File: src/i2cs_pkg.sv
// package for the i2c slave with clock stretching and 10-bit addressing
// assumes one system clock; all bus pins are sampled into that clock
// =====================================================================
// constants and carriers
package i2cs_pkg;

	// slave sequencing states
	typedef enum logic [1:0] {
		ST_IDLE = 2'b00,
		ST_ADDR = 2'b01,
		ST_RX   = 2'b10,
		ST_TX   = 2'b11
	} i2cs_state_t;

	// rising-edge counts that mark the 8th and 9th scl pulse
	localparam logic [3:0] BIT_ACK_SLOT = 4'h8;
	localparam logic [3:0] BIT_LAST     = 4'h9;
	localparam logic [3:0] BIT_CNT_RST  = 4'h0;

	// values after reset
	localparam logic [7:0] OWN_ADDR_RST  = 8'h00;
	localparam logic [7:0] BYTE_RST      = 8'h00;
	localparam logic       CLK_REL_RST   = 1'b1;
	localparam logic [1:0] SYNC_RST      = 2'h3;

	// software configuration bits
	typedef struct packed {
		logic addressHoldEnable;
		logic dataHoldEnable;
		logic stretchEnable;
		logic startEventEnable;
		logic tenBitEnable;
		logic ackDataBit;
	} i2cs_cfg_t;

	// status bits seen by software
	typedef struct packed {
		logic clockReleaseBit;
		logic portEventFlag;
		logic startSeen;
		logic stopSeen;
		logic ackStatusBit;
		logic updateAddressFlag;
		logic bufferFullFlag;
		logic readDirection;
		logic ackTimingFlag;
	} i2cs_stat_t;

endpackage : i2cs_pkg

File: src/i2cs_pin_sync.sv
// two-stage synchroniser for scl and sda with scl edge detection
// assumes pins are asynchronous to clk; edges are found on stage two only
`timescale 1ns/1ps
`default_nettype none
// =====================================================================
// pin synchroniser
module i2cs_pin_sync (
	// clock and reset
	input  wire logic       clk,
	input  wire logic       rst,
	// raw pins, bit 0 scl, bit 1 sda
	input  wire logic [1:0] pinIn,
	// synchronised levels and scl edges
	output var  logic       sclSync,
	output var  logic       sdaSync,
	output var  logic       sclRise,
	output var  logic       sclFall
);
	logic [1:0] stageOne_r;
	logic [1:0] stageTwo_r;
	logic       sclPrev_r;

	// one two-flop chain per pin
	for (genvar i = 0; i < 2; i++) begin : gSync
		always_ff @(posedge clk) begin
			if (rst) begin
				stageOne_r[i] <= 1'b1;
				stageTwo_r[i] <= 1'b1;
			end else begin
				stageOne_r[i] <= pinIn[i];
				stageTwo_r[i] <= stageOne_r[i];
			end
		end
	end

	// previous scl for edge finding
	always_ff @(posedge clk) begin
		if (rst) begin
			sclPrev_r <= 1'b1;
		end else begin
			sclPrev_r <= stageTwo_r[0];
		end
	end

	assign sclSync = stageTwo_r[0];
	assign sdaSync = stageTwo_r[1];
	assign sclRise = stageTwo_r[0] & ~sclPrev_r;
	assign sclFall = ~stageTwo_r[0] & sclPrev_r;
endmodule : i2cs_pin_sync
`default_nettype wire

File: src/i2cs_cond_detect.sv
// start and stop condition detector on synchronised scl and sda
// assumes inputs are already in the clk domain
`timescale 1ns/1ps
`default_nettype none
// =====================================================================
// start / stop detector
module i2cs_cond_detect (
	// clock and reset
	input  wire logic clk,
	input  wire logic rst,
	// synchronised lines
	input  wire logic sclSync,
	input  wire logic sdaSync,
	// one-cycle condition pulses
	output var  logic startPulse,
	output var  logic stopPulse
);
	logic sdaPrev_r;

	// sda history
	always_ff @(posedge clk) begin
		if (rst) begin
			sdaPrev_r <= 1'b1;
		end else begin
			sdaPrev_r <= sdaSync;
		end
	end

	// sda change while scl high marks a condition
	assign startPulse = sclSync & sdaPrev_r & ~sdaSync;
	assign stopPulse  = sclSync & ~sdaPrev_r & sdaSync;
endmodule : i2cs_cond_detect
`default_nettype wire

File: src/i2cs_slave.sv
// i2c slave: address hold, 10-bit addressing, software clock release
// assumes an external master on scl/sda and software on the plain ports
// Function
// - address hold: release bit cleared, event after 8th fall
// - start sets start-seen, event if enabled
// - software ack level driven in ninth pulse only with the address or data hold for that byte on, else ack
// - read address ack: clear release, stretch, event
// - master ack captured on 9th pulse
// - master nack releases scl and sda
// - 10-bit high byte match sets update-address, event
// - update-address flag stretches without release bit
// - own-address write ends update-address stretch
// - low byte miss: event, update-address, no buffer-full
// - stretch enable clears release after every write ack except the 10-bit high byte
// - buffer-full never affects stretching
// - data hold: release cleared after 8th fall
// - 10-bit holds behave like 7-bit holds
// - scl pulled low only after sampled low
// - scl held until software sets release bit, or for update-address until an own-address write
// - after nack go idle until start
`timescale 1ns/1ps
`default_nettype none
// =====================================================================
// slave top
module i2cs_slave (
	// clock and reset
	input  wire logic               clk,
	input  wire logic               rst,
	// scl open-drain pin
	input  wire logic               sclIn,
	output var  logic               sclOut,
	output var  logic               sclOe,
	// sda open-drain pin
	input  wire logic               sdaIn,
	output var  logic               sdaOut,
	output var  logic               sdaOe,
	// software configuration
	input  wire i2cs_pkg::i2cs_cfg_t cfg,
	// software strobes
	input  wire logic               clkReleaseSet,
	input  wire logic               eventClear,
	input  wire logic               bufferRead,
	input  wire logic               txLoad,
	input  wire logic [7:0]         txData,
	input  wire logic               ownAddrWrite,
	input  wire logic [7:0]         ownAddrData,
	// software view
	output var  i2cs_pkg::i2cs_stat_t stat,
	output var  logic [7:0]         rxData,
	output var  logic [7:0]         ownAddress
);
	// =================================================================
	// signals
	i2cs_pkg::i2cs_state_t state_r, state_nxt;
	logic [3:0] bitCnt_r;
	logic [7:0] shift_r, txShift_r, rxData_r, ownAddr_r;
	logic       sclS, sdaS, sclRise, sclFall, startDet, stopDet;
	logic       sclOe_r, sdaOe_r, sdaOe_nxt;
	logic       ckp_r, event_r, bufFull_r, ua_r, startSeen_r, stopSeen_r;
	logic       ack_status_bit_r, ack_timing_flag_r, readDir_r, matched_r;
	logic       tenLow_r, tenMatched_r, ackPhase_r, ackUseSw_r, txDrive_r;
	logic       fall8, fall9, matchNow, ackSent, holdReq;
	logic       ckpClr, evtSet, uaSet, bfSet, bfClr, rxCapture;
	logic       tenLow_nxt, tenMatched_nxt, txStart, ackArm;

	// =================================================================
	// pin sampling
	// synchronise the bus lines before anything reads them
	i2cs_pin_sync uSync (
		.clk     (clk),
		.rst     (rst),
		.pinIn   ({sdaIn, sclIn}),
		.sclSync (sclS),
		.sdaSync (sdaS),
		.sclRise (sclRise),
		.sclFall (sclFall)
	);

	// start and stop from synchronised lines
	i2cs_cond_detect uCond (
		.clk        (clk),
		.rst        (rst),
		.sclSync    (sclS),
		.sdaSync    (sdaS),
		.startPulse (startDet),
		.stopPulse  (stopDet)
	);

	// =================================================================
	// decode
	// 8th and 9th falling edges counted by preceding rising edges
	assign fall8 = sclFall && bitCnt_r == i2cs_pkg::BIT_ACK_SLOT;
	assign fall9 = sclFall && bitCnt_r == i2cs_pkg::BIT_LAST;

	// address compare, low byte whole, otherwise seven upper bits
	assign matchNow = tenLow_r ? (shift_r == ownAddr_r) :
		(shift_r[7:1] == ownAddr_r[7:1]) &&
		(!cfg.tenBitEnable || !shift_r[0] || tenMatched_r);

	// ack actually given in the ninth slot
	assign ackSent = ackPhase_r && (ackUseSw_r ? !cfg.ackDataBit : 1'b1);

	// stretch request, update-address needs no release bit
	assign holdReq = !ckp_r || ua_r;

	// =================================================================
	// sequencing decisions
	always_comb begin
		state_nxt      = state_r;
		ckpClr         = 1'b0;
		evtSet         = 1'b0;
		uaSet          = 1'b0;
		bfSet          = 1'b0;
		bfClr          = 1'b0;
		rxCapture      = 1'b0;
		ackArm         = 1'b0;
		txStart        = 1'b0;
		tenLow_nxt     = tenLow_r;
		tenMatched_nxt = tenMatched_r;
		if (stopDet) begin
			state_nxt      = i2cs_pkg::ST_IDLE;
			tenLow_nxt     = 1'b0;
			tenMatched_nxt = 1'b0;
		end else if (startDet) begin
			state_nxt  = i2cs_pkg::ST_ADDR;
			tenLow_nxt = 1'b0;
			evtSet     = cfg.startEventEnable;
		end else if (fall8) begin
			case (state_r)
				i2cs_pkg::ST_ADDR: begin
					if (matchNow) begin
						rxCapture = 1'b1;
						bfSet     = 1'b1;
						ackArm    = 1'b1;
						// hold before the ack slot
						ckpClr    = cfg.addressHoldEnable;
						evtSet    = cfg.addressHoldEnable;
					end else if (!tenLow_r) begin
						state_nxt = i2cs_pkg::ST_IDLE;
					end
				end
				i2cs_pkg::ST_RX: begin
					rxCapture = 1'b1;
					bfSet     = 1'b1;
					ackArm    = 1'b1;
					ckpClr    = cfg.dataHoldEnable;
					evtSet    = cfg.dataHoldEnable;
				end
				i2cs_pkg::ST_TX: begin
					bfClr = 1'b1;
				end
				default: begin
					state_nxt = i2cs_pkg::ST_IDLE;
				end
			endcase
		end else if (fall9) begin
			case (state_r)
				i2cs_pkg::ST_ADDR: begin
					if (tenLow_r) begin
						// low byte: flags set on match or miss
						uaSet      = 1'b1;
						evtSet     = 1'b1;
						tenLow_nxt = 1'b0;
						if (ackSent) begin
							tenMatched_nxt = 1'b1;
							state_nxt      = i2cs_pkg::ST_RX;
							ckpClr         = cfg.stretchEnable;
						end else begin
							state_nxt = i2cs_pkg::ST_IDLE;
						end
					end else if (!matched_r || !ackSent) begin
						state_nxt = i2cs_pkg::ST_IDLE;
					end else if (readDir_r) begin
						// read request always stretches
						state_nxt = i2cs_pkg::ST_TX;
						ckpClr    = 1'b1;
						evtSet    = 1'b1;
						txStart   = 1'b1;
					end else if (cfg.tenBitEnable && !tenMatched_r) begin
						// high byte write: await low byte
						uaSet      = 1'b1;
						evtSet     = 1'b1;
						tenLow_nxt = 1'b1;
					end else begin
						state_nxt = i2cs_pkg::ST_RX;
						evtSet    = 1'b1;
						ckpClr    = cfg.stretchEnable;
					end
				end
				i2cs_pkg::ST_RX: begin
					if (ackSent) begin
						evtSet = 1'b1;
						ckpClr = cfg.stretchEnable;
					end else begin
						state_nxt = i2cs_pkg::ST_IDLE;
					end
				end
				i2cs_pkg::ST_TX: begin
					evtSet = 1'b1;
					if (ack_status_bit_r) begin
						// master nack: drop the bus, wait for start
						state_nxt = i2cs_pkg::ST_IDLE;
					end else begin
						ckpClr  = 1'b1;
						txStart = 1'b1;
					end
				end
				default: begin
					state_nxt = i2cs_pkg::ST_IDLE;
				end
			endcase
		end
	end

	// =================================================================
	// state and bit counting
	always_ff @(posedge clk) begin
		if (rst) begin
			state_r  <= i2cs_pkg::ST_IDLE;
			bitCnt_r <= i2cs_pkg::BIT_CNT_RST;
		end else begin
			state_r <= state_nxt;
			// idle keeps the count at zero so an ignored frame cannot fake an 8th fall
			if (startDet || stopDet || fall9 || state_nxt == i2cs_pkg::ST_IDLE) begin
				bitCnt_r <= i2cs_pkg::BIT_CNT_RST;
			end else if (sclRise && state_r != i2cs_pkg::ST_IDLE && bitCnt_r != i2cs_pkg::BIT_LAST) begin
				bitCnt_r <= bitCnt_r + 4'h1;
			end
		end
	end

	// receive shifter samples sda on scl rise
	always_ff @(posedge clk) begin
		if (rst) begin
			shift_r <= i2cs_pkg::BYTE_RST;
		end else if (sclRise && bitCnt_r < i2cs_pkg::BIT_ACK_SLOT) begin
			shift_r <= {shift_r[6:0], sdaS};
		end
	end

	// =================================================================
	// transmit path
	// byte loaded by software, shifted on falling edges
	always_ff @(posedge clk) begin
		if (rst) begin
			txShift_r <= i2cs_pkg::BYTE_RST;
			txDrive_r <= 1'b0;
		end else begin
			if (txLoad) begin
				txShift_r <= txData;
			end else if (sclFall && state_r == i2cs_pkg::ST_TX && bitCnt_r != i2cs_pkg::BIT_CNT_RST &&
				bitCnt_r < i2cs_pkg::BIT_ACK_SLOT) begin
				txShift_r <= {txShift_r[6:0], 1'b0};
			end
			if (txStart) begin
				txDrive_r <= 1'b1;
			end else if (fall8 || state_nxt != i2cs_pkg::ST_TX) begin
				txDrive_r <= 1'b0;
			end
		end
	end

	// master ack taken on the ninth rising edge
	always_ff @(posedge clk) begin
		if (rst) begin
			ack_status_bit_r <= 1'b0;
		end else if (sclRise && state_r == i2cs_pkg::ST_TX && bitCnt_r == i2cs_pkg::BIT_ACK_SLOT) begin
			ack_status_bit_r <= sdaS;
		end
	end

	// =================================================================
	// ack slot bookkeeping
	always_ff @(posedge clk) begin
		if (rst) begin
			ackPhase_r <= 1'b0;
			ackUseSw_r <= 1'b0;
			matched_r  <= 1'b0;
			readDir_r  <= 1'b0;
			ack_timing_flag_r   <= 1'b0;
		end else begin
			if (fall8) begin
				ackPhase_r <= ackArm;
				ackUseSw_r <= state_r == i2cs_pkg::ST_ADDR ? cfg.addressHoldEnable : cfg.dataHoldEnable;
				ack_timing_flag_r   <= 1'b1;
				if (state_r == i2cs_pkg::ST_ADDR) begin
					matched_r <= matchNow;
					if (!tenLow_r) begin
						readDir_r <= shift_r[0];
					end
				end
			end else if (fall9 || startDet || stopDet) begin
				ackPhase_r <= 1'b0;
				ack_timing_flag_r   <= 1'b0;
			end
		end
	end

	// 10-bit address progress
	always_ff @(posedge clk) begin
		if (rst) begin
			tenLow_r     <= 1'b0;
			tenMatched_r <= 1'b0;
		end else begin
			tenLow_r     <= tenLow_nxt;
			tenMatched_r <= tenMatched_nxt;
		end
	end

	// =================================================================
	// software visible flags
	// clock release: hardware clear beats a same-cycle software set
	always_ff @(posedge clk) begin
		if (rst) begin
			ckp_r <= i2cs_pkg::CLK_REL_RST;
		end else if (ckpClr) begin
			ckp_r <= 1'b0;
		end else if (clkReleaseSet) begin
			ckp_r <= 1'b1;
		end
	end

	// event flag, a set beats a clear
	always_ff @(posedge clk) begin
		if (rst) begin
			event_r <= 1'b0;
		end else if (evtSet) begin
			event_r <= 1'b1;
		end else if (eventClear) begin
			event_r <= 1'b0;
		end
	end

	// buffer full and receive byte; full never feeds the stretch
	always_ff @(posedge clk) begin
		if (rst) begin
			bufFull_r <= 1'b0;
			rxData_r  <= i2cs_pkg::BYTE_RST;
		end else begin
			if (rxCapture) begin
				rxData_r <= shift_r;
			end
			if (bfSet || txLoad) begin
				bufFull_r <= 1'b1;
			end else if (bfClr || bufferRead) begin
				bufFull_r <= 1'b0;
			end
		end
	end

	// update-address flag and own address; a write ends the stretch
	always_ff @(posedge clk) begin
		if (rst) begin
			ua_r      <= 1'b0;
			ownAddr_r <= i2cs_pkg::OWN_ADDR_RST;
		end else begin
			if (uaSet) begin
				ua_r <= 1'b1;
			end else if (ownAddrWrite) begin
				ua_r <= 1'b0;
			end
			if (ownAddrWrite) begin
				ownAddr_r <= ownAddrData;
			end
		end
	end

	// start and stop seen
	always_ff @(posedge clk) begin
		if (rst) begin
			startSeen_r <= 1'b0;
			stopSeen_r  <= 1'b0;
		end else if (startDet) begin
			startSeen_r <= 1'b1;
			stopSeen_r  <= 1'b0;
		end else if (stopDet) begin
			startSeen_r <= 1'b0;
			stopSeen_r  <= 1'b1;
		end
	end

	// =================================================================
	// line drivers
	// sda low for ack or a zero data bit; released otherwise
	assign sdaOe_nxt = (ackPhase_r && (ackUseSw_r ? !cfg.ackDataBit : 1'b1)) ||
		(txDrive_r && !txShift_r[7]);

	// scl grabbed only once seen low, kept until released
	always_ff @(posedge clk) begin
		if (rst) begin
			sclOe_r <= 1'b0;
			sdaOe_r <= 1'b0;
		end else begin
			sclOe_r <= holdReq && (sclOe_r || !sclS);
			sdaOe_r <= sdaOe_nxt && !startDet && !stopDet;
		end
	end

	assign sclOut     = 1'b0;
	assign sdaOut     = 1'b0;
	assign sclOe      = sclOe_r;
	assign sdaOe      = sdaOe_r;
	assign rxData     = rxData_r;
	assign ownAddress = ownAddr_r;
	assign stat       = '{ckp_r, event_r, startSeen_r, stopSeen_r, ack_status_bit_r, ua_r, bufFull_r, readDir_r, ack_timing_flag_r};

	// =================================================================
	// checks
	AST_HOLD_AFTER_LOW: assert property (@(posedge clk) disable iff (rst)
		$rose(sclOe_r) |-> !$past(sclS)) else $error("scl pulled before sampled low");
	AST_RELEASE: assert property (@(posedge clk) disable iff (rst)
		(ckp_r && !ua_r) |=> !sclOe_r) else $error("scl held while released");
	AST_ADDR_HOLD: assert property (@(posedge clk) disable iff (rst)
		(fall8 && state_r == i2cs_pkg::ST_ADDR && matchNow && cfg.addressHoldEnable && !stopDet && !startDet)
		|=> !ckp_r && event_r) else $error("address hold missed");
	AST_START: assert property (@(posedge clk) disable iff (rst)
		(startDet && !stopDet && cfg.startEventEnable) |=> startSeen_r && event_r) else $error("start not flagged");
	AST_READ_STRETCH: assert property (@(posedge clk) disable iff (rst)
		(fall9 && state_r == i2cs_pkg::ST_ADDR && matched_r && readDir_r && ackSent && !tenLow_r && !startDet && !stopDet)
		|=> !ckp_r && event_r && state_r == i2cs_pkg::ST_TX) else $error("read request not stretched");
	AST_ACK_CAPTURE: assert property (@(posedge clk) disable iff (rst)
		(sclRise && state_r == i2cs_pkg::ST_TX && bitCnt_r == i2cs_pkg::BIT_ACK_SLOT) |=> ack_status_bit_r == $past(sdaS))
		else $error("master ack not captured");
	AST_NACK_IDLE: assert property (@(posedge clk) disable iff (rst)
		(fall9 && state_r == i2cs_pkg::ST_TX && ack_status_bit_r && !startDet) |=> state_r == i2cs_pkg::ST_IDLE ##1 !sdaOe_r)
		else $error("nack did not release bus");
	AST_UA_RELEASE: assert property (@(posedge clk) disable iff (rst)
		(ownAddrWrite && !uaSet && ckp_r && !ckpClr) |=> !ua_r ##1 !sclOe_r) else $error("own address write kept scl");
	AST_DATA_HOLD: assert property (@(posedge clk) disable iff (rst)
		(fall8 && state_r == i2cs_pkg::ST_RX && cfg.dataHoldEnable && !startDet && !stopDet) |=> !ckp_r && bufFull_r)
		else $error("data hold missed");
endmodule : i2cs_slave
`default_nettype wire

File: config.mk
export PLATFORM = sky130hd
export DESIGN_NAME = i2cs_slave
export DESIGN_NICKNAME = d
export VERILOG_FILES = /design/src/i2cs_pkg.sv /design/src/i2cs_pin_sync.sv /design/src/i2cs_cond_detect.sv /design/src/i2cs_slave.sv
export SDC_FILE = /design/constraint.sdc
export NUM_CORES = 1
export LEC_CHECK = 0
export BUFFER_PORTS_ARGS = -buffer_cell sky130_fd_sc_hd__buf_2
export CAP_MARGIN = 20
export CORE_ASPECT_RATIO = 0.5
export CORE_UTILIZATION = 55
export DETAILED_ROUTE_END_ITERATION = 6
export GPL_TIMING_DRIVEN = 0
export PLACE_DENSITY = 0.82
export REMOVE_ABC_BUFFERS = 1
export SYNTH_ARGS = -nofsm -noshare
export SYNTH_HDL_FRONTEND = slang
export SYNTH_HIERARCHICAL = 1
export SYNTH_SLANG_ARGS = --single-unit
export TNS_END_PERCENT = 5
File: constraint.sdc
create_clock -name clk -period 2.5 [get_ports clk]
set_input_delay 0.5 -clock clk [delete_from_list [all_inputs] [get_ports clk]]
set_output_delay 0.5 -clock clk [all_outputs]
set_load 0.1 [all_outputs]
After elaboration in Yosys (flattened, before gate mapping):

Cells that the tools add are included.

* bits of input ports: 31
* register bits: 61
* logic and storage cells: 200

* add/sub/neg operators: 1
* order comparisons: 1
* equality and inequality tests: 9
* bitwise logic cells: 13
* multiplexer cells: 85
* reductions and logical operators: 62

Operators by type and width (number)
* 1-bit two-way mux: 63
* 2-bit two-way mux: 13
* 2-bit nonzero test: 9
* 1-bit logical AND: 17
* 8-bit two-way mux: 2
* 1-bit logical OR: 14
* 1-bit zero test: 11
* 4-bit == test (second input constant): 2
* 8-bit == test: 1
* 2-bit OR reduction: 4
* 7-bit == test: 1
* 1-bit NOT: 7
* 1-bit bitwise AND: 6
* 1-bit one-hot mux with 2 select lines: 3
* 1-bit one-hot mux with 3 select lines: 2
* 2-bit one-hot mux with 3 select lines: 1
* 3-bit AND reduction: 2
* 6-bit AND reduction: 1
* 4-bit by 1-bit adder with 4-bit output (second input constant): 1
* 2-bit == test (second input constant): 2
* 4-bit less-than comparator (second input constant): 1
* 4-bit != test (second input constant): 1
* 2-bit one-hot mux with 2 select lines: 1
* 4-bit nonzero test: 1
* other kinds (5): 5

Logic depth before layout (Yosys ltp):

* depth after elaboration: 16
* mapped depth: 9
* depth with buffers taken out: 8

By module:

Netlist, hierarchy kept.

Modules (own cells, without submodules)
* i2cs_slave: area each 2832.7 um^2, instances 1, cells each 321
* i2cs_pin_sync: area each 143.9 um^2, instances 1, cells each 12
* i2cs_cond_detect: area each 46.3 um^2, instances 1, cells each 4

Least setup slack after synthesis:

No wires, ideal clock.

* path kind: register -> register
* start point: reg ownAddr_r[2], in the netlist ownAddress[2]
* end point: reg bitCnt_r[1]
* arrival: 2.154 ns
* data required time: 2.397 ns
* cell stages (with the launch flop): 6
* slack: 0.242 ns
* setup time: 0.103 ns
* buffers on the path: 0
* clock period less this slack: 2.258 ns
* cells stage by stage: dfxtp_1 > xnor2_1 > nand4_1 > nor4_1 > o211ai_2 > a2111oi_2

* cells in the longest elaborated chain, start to end: 11
* elaborated cells between the ends (all ways): 12
* classes of those cells: eq/ne: 2; mux: 6; reduce/logical: 4

Ends and longest elaborated chain
* from (decl): line i2cs_slave.sv:56 `logic [7:0] shift_r, txShift_r, rxData_r, ownAddr_r;`
* from (signal assigned): line i2cs_slave.sv:355 `ownAddr_r <= i2cs_pkg::OWN_ADDR_RST;`
* from (signal assigned): line i2cs_slave.sv:363 `ownAddr_r <= ownAddrData;`
* 7-bit == test: line i2cs_slave.sv:97 `(shift_r[7:1] == ownAddr_r[7:1]) &&`
* 1-bit logical AND: line i2cs_slave.sv:97
* 1-bit two-way mux *: line i2cs_slave.sv:96 `assign matchNow = tenLow_r ? (shift_r == ownAddr_r) :`
* 2-bit two-way mux *: line i2cs_slave.sv:131 `if (matchNow) begin`
* 2-bit one-hot mux with 2 select lines *: line i2cs_slave.sv:129 `case (state_r)`
* 2-bit two-way mux *: line i2cs_slave.sv:128 `end else if (fall8) begin`
* 2-bit two-way mux *: line i2cs_slave.sv:124 `end else if (startDet) begin`
* 2-bit two-way mux *: line i2cs_slave.sv:120 `if (stopDet) begin`
* 2-bit zero test *: line i2cs_slave.sv:224 `if (startDet || stopDet || fall9 || state_nxt == i2cs_pkg::ST_IDLE) begin`
* 1-bit logical OR *: line i2cs_slave.sv:224
* 2-bit OR reduction (no source line) *
* to (signal assigned): line i2cs_slave.sv:220 `bitCnt_r <= i2cs_pkg::BIT_CNT_RST;`
* to (signal assigned): line i2cs_slave.sv:225 `bitCnt_r <= i2cs_pkg::BIT_CNT_RST;`
* to (signal assigned): line i2cs_slave.sv:227 `bitCnt_r <= bitCnt_r + 4'h1;`
* to (decl): line i2cs_slave.sv:55 `logic [3:0] bitCnt_r;`

Every way passes the cells marked *; elsewhere a longest branch is shown, timed or not.
A chain may end at the register's enable or synchronous reset.

Final worst setup path:

* start point: reg bitCnt_r[0]
* end point: reg rxData_r[6], in the netlist rxData[6]

* cells in the longest elaborated chain, start to end: 5

Ends and longest elaborated chain
* 4-bit == test: line i2cs_slave.sv:92 `assign fall8 = sclFall && bitCnt_r == i2cs_pkg::BIT_ACK_SLOT;`
* 1-bit logical AND: line i2cs_slave.sv:92
* 1-bit two-way mux: line i2cs_slave.sv:128
* 1-bit two-way mux: line i2cs_slave.sv:124
* 1-bit two-way mux: line i2cs_slave.sv:120
* to (signal assigned): line i2cs_slave.sv:338 `rxData_r <= i2cs_pkg::BYTE_RST;`
* to (signal assigned): line i2cs_slave.sv:341 `rxData_r <= shift_r;`
* to (decl): line i2cs_slave.sv:56

Every way passes these cells.

==> reports/summary.txt <==
Placed insts = 440
Post-DR wirelength/cell = 14.4 um
Slowest stage delay, CP = 0.43 ns
Dpl hpwl = 4780 um
TritonCTS Sinks = 61
Max-slew violations = 0
CP startpoint kind = register
Die ar. = 5810 um^2
# hold bufs at CTS = 0
CP cell instances = inv_1 -> ha_1 -> and3_2 -> and3_1 -> o21a_2 -> mux2i_1 -> nor2_1
Starting density of the core = 59.1%
Number of iterations in the first detailed-routing pass = 4
Post-Layout Cell Count = 456
Most frequent cell after synthesis = dfxtp_1
Largest cells by area after synthesis = dfxtp_1 (40%), mux2i_1 (8.9%), nor2_1 (5.6%)
Register area share after synthesis = 40.4%
EDFF count, synth = 0
Final setup fails = 0
Input/output buffers = 57
Residual DRC count = 0
Layout area overhead = 14.2%
MaxCap Viol Count = 0
Post-CTS setup buffers = 0
DP Area = 3250 um^2
Synth Register Bits = 61
Pin count of the biggest net entering global routing = 56
Global-route wire length before repair = 10900 um
Via count = 2570
Slew @ Worst Pin = 0.933 ns
Placer Congestion = 0.915
Tcrit/Tclk final = 90.2%
Fraction of registers with async set/reset = 0%
Syn_area_per_cell = 8.97 um^2
GR Overflow Total = 0
Final Hold Fails = 0
Synth top area share = 40.4%
Die height = 54.4 um
Vias in the first global route = 2296
Fmax = 0.444 GHz
Worst Path Buf+Inv = 1
Num CTS Buffers = 9
Top post-synthesis cells by count = dfxtp_1 (61), nor2_1 (45), nand2_1 (30)
Clock skew = 0.00757 ns
Core ar. = 5110 um^2
CP Max Fanout = 12
Largest area contributor in the netlist = dfxtp_1
Main synth FF type = dfxtp_1
Antenna violations before repair = 0
Layout cell share with drive strength beyond 1 = 24.9%
Run status = complete, no violations
Clock period minus worst slack = 2.25 ns
Clock Path Buffers = 2
Setup total negative slack = 0 ns
CP Class = register to register
Max_slew headroom = 37.8%
# diodes = 0
Clock slew at reported path FFs = 0.07 ns
Arrival time at the worst endpoint = 2.44 ns
CTS root buf = clkbuf_8
IO Pins = 60
WL final = 6590 um
Final nets = 419
Overall power = 2100 uW
Crit path max-delay family = simple AND/OR/NAND/NOR gates
Antenna viol nets, final = 0
Yosys cell types = 56
Synth Instances = 337
1st-iter DRT viols = 152
Die width = 107 um
P_leak = 0.00139 uW
Crit-path slowest cell = and3_2
GRT Total Usage = 24.6%
Unrepaired setup endpoints after global routing = false
Peak supply drop = 0.457 mV
CP Capture Type = register
Critical Path RT = 2.69 ns
Synth warnings = 6
Worst hold path class = primary input to register
Post-route cell area = 3450 um^2
Std cell rows = 18
Post-Syn Area = 3020 um^2
CTS tree = yes
Vias/cell = 5.64
P per Cell Area = 607 nW/um^2
H-tree Lvls = 3
Worst-skew pair later-pin latency = 0.34 ns
-- area by class of cell --
class | count | area (um^2)
Fill cell | 424 | 1660
Clock inverter | 6 | 63.8
Multi-Input combinational cell | 241 | 1630
Sequential cell | 61 | 1220
Timing Repair Buffer | 57 | 285
Clock buffer | 10 | 128
Inverter | 11 | 41.3
Tap cell | 70 | 87.6
-- placed cells by master (no fill, tap or decap), types with 3 or more instances in the layout --
cell type,n
or2_1,7
nor4_1,3
nor3_1,8
xnor2_1,11
nand2b_1,5
nand4_1,7
clkbuf_8,9
a311oi_1,3
dfxtp_1,61
nand2_1,30
a21oi_1,25
buf_2,57
nor2_1,45
nand3_1,4
nor2b_1,7
o21ai_0,4
mux2_2,4
inv_1,11
ha_1,6
mux2i_1,27
-- metal layers --
metal	track usage, %	vias up	wire length (um)
met5	0	-	0
met4	8.45	0	77
met3	5.48	10	351
met2	42.0	87	3060
met1	31.7	1223	3100
li1	-	1250	-
-- timing repair --
| action | in CTS | in global routing |
|---|---|---|
| gates cloned | 0 | 0 |
| setup endpoints to repair | 8 | 9 |
| gates resized for setup | 1 | 3 |
| endpoints found under the hold margin | 0 | 0 |
-- worst paths after layout --
kind,from,end,slack (ns),cells past startpoint
max,bitCnt_r[0],rxData[6],0.25,7
min,sdaIn,uSync/stageOne_r[1],0.34,2
max reg2reg,bitCnt_r[0],rxData[6],0.25,7
min reg2reg,uSync/stageOne_r[0],uSync/sclSync,0.41,1
-- sequential cells by signal, indices dropped and copies added (netlist names), 2 cells and up --
name              cells
ownAddress            8
uSync/stageOne_r      2
bitCnt_r              4
shift_r               8
txShift_r             8
state_r               2
rxData                8
-- per-stage QoR --
stage                     hold slack, ns  utilization, %  worst slack, ns
after detailed placement           0.397            63.6           -0.117
after global placement             0.388            63.6          -0.0242
after CTS                          0.328            67.4           0.0779
final                              0.339            67.5            0.246
after global routing               0.341            67.5           0.0868
after floorplan                    0.383               -            0.118
-- cell families after synthesis --
logic type	Yosys count	share of synthesized area (%)
muxes	33	11.2
xor gates and xnor gates	11	3.19
buffers and inverters	36	6.21
other	1	0.124
and+or+nand+nor	134	22.8
adders and majority gates	7	2.90
DFF	61	40.4
AOI/OAI and AO/OA	54	13.2
-- where the power goes --
group,switching (uW),internal (uW),leakage [uW]
Combinational,172,67.1,0.000804
Clock,389,458,0.0000923
Sequential,16.2,995,0.000496
Total,576,1520,0.00139
(Power assumes the default switching activity.)
